File: src/nvc_defines.vh
// Constants for the host-side controller of a nonvolatile static memory.
// Assumes a 100 MHz mclk; times are kept in their own units.
`ifndef NVC_DEFINES_VH
`define NVC_DEFINES_VH
`define NVC_CLK_PS        10000
`define NVC_RC_NS         25
`define NVC_PWE_NS        20
`define NVC_RC_CYC        ((`NVC_RC_NS * 1000 + `NVC_CLK_PS - 1) / `NVC_CLK_PS)
`define NVC_PWE_CYC       ((`NVC_PWE_NS * 1000 + `NVC_CLK_PS - 1) / `NVC_CLK_PS)
`define NVC_SS_US         100
`define NVC_SS_CYC        (`NVC_SS_US * 100)
`define NVC_RECALL_US     200
`define NVC_RECALL_CYC    (`NVC_RECALL_US * 100)
`define NVC_PUR_MS        20
`define NVC_PUR_CYC       (`NVC_PUR_MS * 100000)
`define NVC_CNT_W         22
`define NVC_SEQ_LEN       6
`define NVC_OP_READ       2'h0
`define NVC_OP_WRITE      2'h1
`define NVC_OP_SEQ        2'h2
`endif

File: src/nvc_host.v
// Host controller that drives a nonvolatile static memory through its pins.
// Assumes the memory pins are wired through the testbench; data is split
// into input, output and output enable. One mclk domain, sync reset.
`timescale 1ns/1ns
`include "nvc_defines.vh"

// Behaviour
// - Write strobe high throughout read cycles
// - Store/busy pin held high during accesses
// - Address changes only while strobes inactive
// - Command sequence issued as read cycles
// - Six ordered reads, write strobe high
module nvc_host #(
  parameter AW       = 19,                 // Address width
  parameter DW       = 16,                 // Data width
  parameter WIDE     = 1,                  // 1 when organised 16-bit
  parameter PUR_CYC  = `NVC_PUR_CYC,       // Power-up restore wait
  parameter SS_CYC   = `NVC_SS_CYC,        // Command processing wait
  parameter REC_CYC  = `NVC_RECALL_CYC,    // Restore busy wait
  parameter [6*AW-1:0] SEQ_ADDR = {AW*6{1'b0}} // Command address table
) (
  // Clock and reset
  input  wire          mclk,
  input  wire          reset,
  // User request
  input  wire          req,                // Start pulse, taken when ready
  input  wire [1:0]    op,                 // Read, write or sequence
  input  wire [AW-1:0] addr,
  input  wire [DW-1:0] wdata,
  input  wire [1:0]    lanes,              // Bit1 upper, bit0 lower
  input  wire          hw_store,           // Request a pin-driven save
  output reg           ready,
  output reg           done,               // One-cycle answer pulse
  output reg  [DW-1:0] rdata,
  // Memory pins
  output reg  [AW-1:0] mem_addr,
  output reg           chip_sel_n,
  output reg           write_n,
  output reg           out_en_n,
  output reg           upper_lane_en_n,
  output reg           lower_lane_en_n,
  input  wire [DW-1:0] dq_in,
  output reg  [DW-1:0] dq_out,
  output reg           dq_oe,
  input  wire          store_busy_n_in,
  output reg           store_busy_n_out,
  output reg           store_busy_n_oe
);

  // One-hot states
  localparam [5:0] S_PWRUP = 6'h01;        // Restore after power-up
  localparam [5:0] S_IDLE  = 6'h02;
  localparam [5:0] S_SETUP = 6'h04;        // Address settles, strobes high
  localparam [5:0] S_PULSE = 6'h08;        // Strobes active
  localparam [5:0] S_GAP   = 6'h10;        // Strobes released
  localparam [5:0] S_WAIT  = 6'h20;        // Lockout wait

  reg [5:0]            state;              // Current state
  reg [`NVC_CNT_W-1:0] cnt;                // Cycle counter
  reg [2:0]            seq_idx;            // Command read index
  reg                  is_wr;              // Current cycle is a write
  reg                  is_seq;             // Current cycle is a command
  reg                  hw_pend;            // Pin save in progress
  reg                  sb_meta;            // Busy pin first stage
  reg                  sb_sync;            // Busy pin synchronised
  wire [AW-1:0]        seq_a;              // Next command address

  // Command table lookup, entry after the current index
  // table addresses
  assign seq_a = SEQ_ADDR[(seq_idx + 3'h1)*AW +: AW];

  // Busy pin synchroniser, device may hold it low while busy
  always @(posedge mclk) begin
    sb_meta <= store_busy_n_in;
    sb_sync <= sb_meta;
  end

  // Main sequencer
  always @(posedge mclk) begin
    if (reset) begin
      state            <= S_PWRUP;
      cnt              <= {`NVC_CNT_W{1'b0}};
      seq_idx          <= 3'h0;
      is_wr            <= 1'b0;
      is_seq           <= 1'b0;
      hw_pend          <= 1'b0;
      ready            <= 1'b0;
      done             <= 1'b0;
      rdata            <= {DW{1'b0}};
      mem_addr         <= {AW{1'b0}};
      chip_sel_n       <= 1'b1;
      write_n          <= 1'b1;
      out_en_n         <= 1'b1;
      upper_lane_en_n  <= 1'b1;
      lower_lane_en_n  <= 1'b1;
      dq_out           <= {DW{1'b0}};
      dq_oe            <= 1'b0;
      store_busy_n_out <= 1'b1;
      store_busy_n_oe  <= 1'b0;
    end else begin
      done <= 1'b0;
      case (state)
        S_PWRUP: begin
          // Device ignores accesses until its restore ends
          if (cnt == PUR_CYC[`NVC_CNT_W-1:0] - 1'b1) begin
            cnt   <= {`NVC_CNT_W{1'b0}};
            state <= S_IDLE;
            ready <= 1'b1;
          end else begin
            cnt <= cnt + 1'b1;
          end
        end
        S_IDLE: begin
          store_busy_n_out <= 1'b1;
          store_busy_n_oe  <= 1'b0;
          if (hw_store) begin
            store_busy_n_out <= 1'b0;
            store_busy_n_oe  <= 1'b1;
            hw_pend          <= 1'b1;
            ready            <= 1'b0;
            cnt              <= {`NVC_CNT_W{1'b0}};
            state            <= S_WAIT;
          end else if (req) begin
            ready  <= 1'b0;
            is_wr  <= (op == `NVC_OP_WRITE);
            is_seq <= (op == `NVC_OP_SEQ);
            seq_idx <= 3'h0;
            mem_addr <= (op == `NVC_OP_SEQ) ? SEQ_ADDR[AW-1:0] : addr;
            dq_out   <= wdata;
            cnt      <= {`NVC_CNT_W{1'b0}};
            state    <= S_SETUP;
          end
        end
        S_SETUP: begin
          // One cycle of setup, then assert strobes together
          chip_sel_n <= 1'b0;
          // write strobe stays high on reads
          write_n    <= ~is_wr;
          out_en_n   <= is_wr;
          dq_oe      <= is_wr;
          upper_lane_en_n <= (WIDE != 0) ? (is_seq ? 1'b0 : ~lanes[1]) : 1'b1;
          lower_lane_en_n <= (WIDE != 0) ? (is_seq ? 1'b0 : ~lanes[0]) : 1'b1;
          state      <= S_PULSE;
        end
        S_PULSE: begin
          if (cnt == `NVC_RC_CYC - 1) begin
            cnt   <= {`NVC_CNT_W{1'b0}};
            if (!is_wr)
              rdata <= dq_in;
            write_n    <= 1'b1;
            out_en_n   <= 1'b1;
            chip_sel_n <= 1'b1;
            upper_lane_en_n <= 1'b1;
            lower_lane_en_n <= 1'b1;
            state      <= S_GAP;
          end else begin
            cnt <= cnt + 1'b1;
          end
        end
        S_GAP: begin
          dq_oe <= 1'b0;
          if (is_seq && seq_idx != `NVC_SEQ_LEN - 1) begin
            seq_idx  <= seq_idx + 1'b1;
            mem_addr <= seq_a;
            state    <= S_SETUP;
          end else if (is_seq) begin
            cnt   <= {`NVC_CNT_W{1'b0}};
            state <= S_WAIT;
          end else begin
            done  <= 1'b1;
            ready <= 1'b1;
            state <= S_IDLE;
          end
        end
        S_WAIT: begin
          if (cnt >= SS_CYC[`NVC_CNT_W-1:0] + REC_CYC[`NVC_CNT_W-1:0]
              && (!hw_pend || sb_sync)) begin
            store_busy_n_out <= 1'b1;
            store_busy_n_oe  <= 1'b0;
            hw_pend <= 1'b0;
            done    <= 1'b1;
            ready   <= 1'b1;
            state   <= S_IDLE;
          end else begin
            if (hw_pend && cnt == `NVC_PWE_CYC)
              store_busy_n_oe <= 1'b0;   // Release pin, device drives busy
            cnt <= cnt + 1'b1;
          end
        end
        default: state <= S_IDLE;
      endcase
    end
  end

endmodule

File: config.mk
export PLATFORM = sky130hd
export DESIGN_NAME = nvc_host
export DESIGN_NICKNAME = d
export VERILOG_FILES = /design/src/nvc_host.v
export VERILOG_INCLUDE_DIRS = /design/src
export SDC_FILE = /design/constraint.sdc
export NUM_CORES = 1
export LEC_CHECK = 0
export ABC_AREA = 1
export ABC_CLOCK_PERIOD_IN_PS = 3800
export BUFFER_PORTS_ARGS = -buffer_cell sky130_fd_sc_hd__buf_2
export CAP_MARGIN = 0
export CORE_MARGIN = 5
export CORE_UTILIZATION = 50
export CTS_CLUSTER_DIAMETER = 200
export CTS_CLUSTER_SIZE = 40
export DETAILED_ROUTE_END_ITERATION = 8
export PLACE_DENSITY = 0.75
export SYNTH_ARGS = -nofsm -noshare
export SYNTH_HDL_FRONTEND = slang
export SYNTH_SLANG_ARGS = --single-unit
File: constraint.sdc
create_clock -name mclk -period 3.8 [get_ports mclk]
set_clock_uncertainty 0.05 [all_clocks]
set_input_delay 0.38 -clock mclk [delete_from_list [all_inputs] [get_ports mclk]]
set_output_delay 0.38 -clock mclk [all_outputs]
set_load 0.05 [all_outputs]
Word-level counts from Yosys, hierarchy flattened --
Index checks and enable logic that the tools add are counted.
Storage, ports and cells: register bits 97, word-level logic and storage cells 130, output and inout bits 61
Operators by class: order comparisons 1, multiply operators 1, bitwise operators 4, shift operators 1, multiplexer cells 54, add/sub/neg operators 3, equal/unequal tests 24, reductions and logical operators 21
Operator list (number):
- $mux 22 | 7
- $shiftx 114x10->19 const A | 1
- $pmux 22 s5 | 1
- $mux 19 | 4
- $mux 6 | 7
- $pmux 19 s2 | 1
- $pmux 6 s6 | 1
- $add 22x1->22 const B | 1
- $eq 22x2->1 const B | 1
- $eq 22x21->1 const B | 1
- $ge 22x15->1 const B | 1
- $ne 2x2->1 const B | 11
- $pmux 1 s2 | 10
- $mux 1 | 18
- $mul 4x5->9 const B | 1
- $mux 3 | 3
- $ne 3x3->1 const B | 3
- $reduce_and 3->1 | 3
- $reduce_and 4->1 | 2
- $reduce_bool 2->1 | 4
- $eq 6x1->1 const B | 1
- $eq 6x2->1 const B | 1
- $eq 6x3->1 const B | 1
- $eq 6x4->1 const B | 1
- 17 further kinds | 24

Depth between registers and ports, before layout --
word-level depth 5, mapped depth 12

Least setup slack after synthesis --
No wires, ideal clock.
path type register -> register, start register cnt[0], end register cnt[10], required time 3636 ps, slack 2028 ps, setup time 114 ps, cell stages (with the launch flop) 12, path buffers 1, data arrival time 1608 ps, period minus slack after synthesis 1772 ps, path through dfxtp_1 -> ha_1 -> nand2_1 -> inv_1 -> nand2_1 -> nor2_1 -> nand3_1 -> clkbuf_1 -> nand3_1 -> nand2_1 -> o21bai_1 -> nor2_1
On the way: cells in the longest elaborated chain, start to end 4, elaborated cells between the ends (all ways) 11, those cells by class 1 x add/sub; 1 x order compare; 3 x eq/ne; 4 x mux; 2 x reduce/logical
RTL lines:
- start, declared | RTL line nvc_host.v:59 | reg [`NVC_CNT_W-1:0] cnt;
- start signal, assigned | RTL line nvc_host.v:82 | cnt <= {`NVC_CNT_W{1'b0}};
- start signal, assigned | RTL line nvc_host.v:106 | cnt <= {`NVC_CNT_W{1'b0}};
- start signal, assigned | RTL line nvc_host.v:110 | cnt <= cnt + 1'b1;
- $ge 22x15->1 | RTL line nvc_host.v:176 | if (cnt >= SS_CYC[`NVC_CNT_W-1:0] + REC_CYC[`NVC_CNT_W-1:0]
- $logic_and 1x1->1 | RTL line nvc_host.v:176
- $ne 2x2->1 (no line)
- $reduce_and 5->1 (no line)
Parallel ways exist; a longest one is shown, timed or not. The select of a mux whose other input is x is not followed. A chain may end at the register's enable or synchronous reset.

Worst setup path after layout --
start register cnt[0], end register state[1]
On the way: cells in the longest elaborated chain, start to end 4, elaborated cells between the ends (all ways) 8, those cells by class 1 x order compare; 5 x eq/ne; 2 x reduce/logical
RTL lines:
- $ge 22x15->1 | RTL line nvc_host.v:176
- $logic_and 1x1->1 | RTL line nvc_host.v:176
- $ne 2x2->1 (no line)
- $reduce_and 4->1 (no line) (*)
- end signal, assigned | RTL line nvc_host.v:172 | state <= S_IDLE;
- end signal, assigned | RTL line nvc_host.v:183 | state <= S_IDLE;
- end signal, assigned | RTL line nvc_host.v:190 | default: state <= S_IDLE;
- end, declared | RTL line nvc_host.v:58 | reg [5:0] state;
Every way passes the cells marked *; elsewhere a longest branch is shown, timed or not.

==> impl_metrics.env <==
export IMPL_slowest_delay_ns=0.49
export IMPL_dr_pass1_iters=5
export IMPL_ys_ff_latch=97
export IMPL_synthFlopType="dfxtp_1"
export IMPL_crit_type="reg2reg"
export IMPL_synth_area_top_cells="dfxtp_1, nand2_1, nor2_1"
export IMPL_arrival_ns=2.77
export IMPL_gp_congestion=0.982
export IMPL_wl_mm=14.1
export IMPL_synthCells=756
export IMPL_grt_pass1_vias=4796
export IMPL_antenna_cells=0
export IMPL_cts_sinks=97
export IMPL_die_h_um=110
export IMPL_ys_top_cells_by_count="nand2_1, nor2_1, dfxtp_1, inv_1, nand3_1"
export IMPL_synth_top_area_share_pct=39.1
export IMPL_startpoint_type="flop"
export IMPL_fin_area_um2=5790
export IMPL_setup_tns_ns=0
export IMPL_path_buf_inv=1
export IMPL_setup_viol=0
export IMPL_finalCritPeriodShare_pct=67.4
export IMPL_die_width_um=110
export IMPL_ios=121
export IMPL_fin_hold_ws_ns=0.0654
export IMPL_met1_length_mm=6.20
export IMPL_worst_setup_path_end_kind="flop"
export IMPL_vdd_drop_max_mv=0.249
export IMPL_routed_top_layer="met4"
export IMPL_ys_warn_count=0
export IMPL_cp_max_fo=12
export IMPL_synth_edff_count=0
export IMPL_fill_cells=973
export IMPL_cap_violations=0
export IMPL_synth_cell_types=32
export IMPL_multi_input_area_um2=2550
export IMPL_tightestPinTransition_ns=0.706
export IMPL_ant_nets=0
export IMPL_cts_root_buf="clkbuf_8"
export IMPL_grt_usage_pct=23.7
export IMPL_start_util_pct=51.0
export IMPL_fin_crit_ns=2.56
export IMPL_cts_resized=0
export IMPL_syn_nets=821
export IMPL_post_cts_repair_setup_buffers=0
export IMPL_grt_overflow_total=0
export IMPL_cp_cell_sequence="ha_1, nand2_1, inv_1, nand2_1, nor2_1, nand3_1, nand2_1, nand2_1, a21oi_1, nand3_1, nand2_1, nor2_1"
export IMPL_route_met3_wl_mm=1.22
export IMPL_die_area_um2=12000
export IMPL_yosysMostFrequentCell="nand2_1"
export IMPL_total_power_w=0.00261
export IMPL_cpMostUsedCell="nand2_1"
export IMPL_cts_htree_levels=3
export IMPL_critical_path_top_delay_family="simple AND/OR/NAND/NOR gates"
export IMPL_slew_limit_headroom_pct=52.9
export IMPL_fmax_mhz=390
export IMPL_grt_setup_unrepaired="false"
export IMPL_status="finished, final reports clean"
export IMPL_area_delta_synth_final_pct=16.6
export IMPL_ys_seq_area_share_pct=39.1
export IMPL_drc=0
export IMPL_finalMaxSlewViolations=0
export IMPL_clk_pin_slew_ns=0.09
export IMPL_p_leak_nw=2.74
export IMPL_numCtsBuffers=9
export IMPL_hold_viol_final=0
export IMPL_cts_tree="done"
export IMPL_core_um2=9730
export IMPL_nets=925
export IMPL_yosys_area_top_type="dfxtp_1"
export IMPL_drt_iter0_markers=389
export IMPL_grt_pass1_wl_mm=22.7
export IMPL_cts_buffer_depth=2
export IMPL_seq_area_um2=1940
export IMPL_wl_met2_mm=6.49
export IMPL_syn_area_um2=4970
export IMPL_cts_hold_buffers=0
export IMPL_hpwl_mm=10.2
export IMPL_viasPerCell=5.20
export IMPL_async_flop_share_pct=0
export IMPL_place_area_um2=5600
export IMPL_drive_above_1_share_pct=18.4
export IMPL_avgSynthCellArea_um2=6.57
export IMPL_slowest_stage="dfxtp_1"
export IMPL_antenna_found_initial=0
export IMPL_pwr_density_cell_nw_per_um2=451
export IMPL_numPortBuffers=120
export IMPL_grt_max_degree=45
export IMPL_hp_class="in2reg"
export IMPL_post_drt_wl_per_cell_um=14.1
export IMPL_row_count=36
export IMPL_crit_required_ns=4.01
export IMPL_clkLatencyLatePin_ns=0.37
export IMPL_dr_total_vias=5187
==> where the power goes <==
group / switching (W) / leakage, nW / internal, W
combinational: 0.000471 / 1.85 / 0.000236
clock: 0.000374 / 0.0998 / 0.000313
sequential: 0.000118 / 0.788 / 0.00110
==> state kept, by name, summed over array words and instances (netlist names), 3 cells and up <==
signal	cells
cnt	22
dq_out	16
mem_addr	19
rdata	16
seq_idx	3
state	6
==> logic make-up (layout without fill, tap and decap cells) <==
family	count (synthesis)	after routing	share of synthesized area (%)
AND/OR/NAND/NOR	411	411	35.4
AO/OA/AOI/OAI	124	124	13.8
buffers and inverters	114	223	9.57
flip-flops	97	97	39.1
adder cells (fa/ha/maj)	5	5	1.26
XOR/XNOR	5	5	0.882
==> final timing paths <==
kind                                     startpoint                    end  slack [ns]  cells past startpoint
worst max register to register  cnt[0]$_SDFFE_PP0P_  state[1]$_SDFFE_PP0P_        1.24                     12
worst min-delay path                store_busy_n_in        sb_meta$_DFF_P_        0.07                      1
worst min register to register      sb_meta$_DFF_P_        sb_sync$_DFF_P_        0.30                      0
worst max-delay path            cnt[0]$_SDFFE_PP0P_  state[1]$_SDFFE_PP0P_        1.24                     12
==> worst register-to-register path, delay by kind of cell, from the launching register on <==
kind | cells | cell delay [ns]
AND/OR/NAND/NOR | 9 | 1.30
flip-flops | 1 | 0.49
adder cells (fa/ha/maj) | 1 | 0.33
AO/OA/AOI/OAI | 1 | 0.21
buffers and inverters | 1 | 0.08
==> layout make-up <==
class,instances,share of cell area [%]
Inverter,84,5.45
Sequential cell,97,33.5
Clock inverter,5,1.10
Tap cell,133,2.87
Clock buffer,11,2.27
Timing Repair Buffer,123,10.8
Multi-Input combinational cell,545,44.0
==> per-layer routing <==
layer	vias to the layer above	global-route usage, %
li1	2631	-
met2	200	37.1
met3	18	6.69
met1	2338	31.5
met4	0	7.93
met5	-	0
==> metrics by stage <==
step	cells	worst slack [ns]	util (%)
floorplan	756	2.03	-
global placement	982	1.39	57.5
detailed placement	982	1.34	57.5
CTS	998	1.31	59.5
global route	998	1.00	59.5
finish	998	1.24	59.5
==> cell usage in the layout, fill, tap and decap left out, drive strengths merged <==
master	n
or2	2
clkbuf	11
nand3	65
a21oi	52
clkinv	3
o21bai	9
dfxtp	97
buf	123
nor4	1
nand2	178
inv	85
bufinv	1
ha	5
and3	1
nor2	145
nor3	2
a31oi	8
xor2	5
nand4	17
a211oi	1
o21ai	46
o22ai	1
o211ai	7
Power figures use the tool's default switching activity.
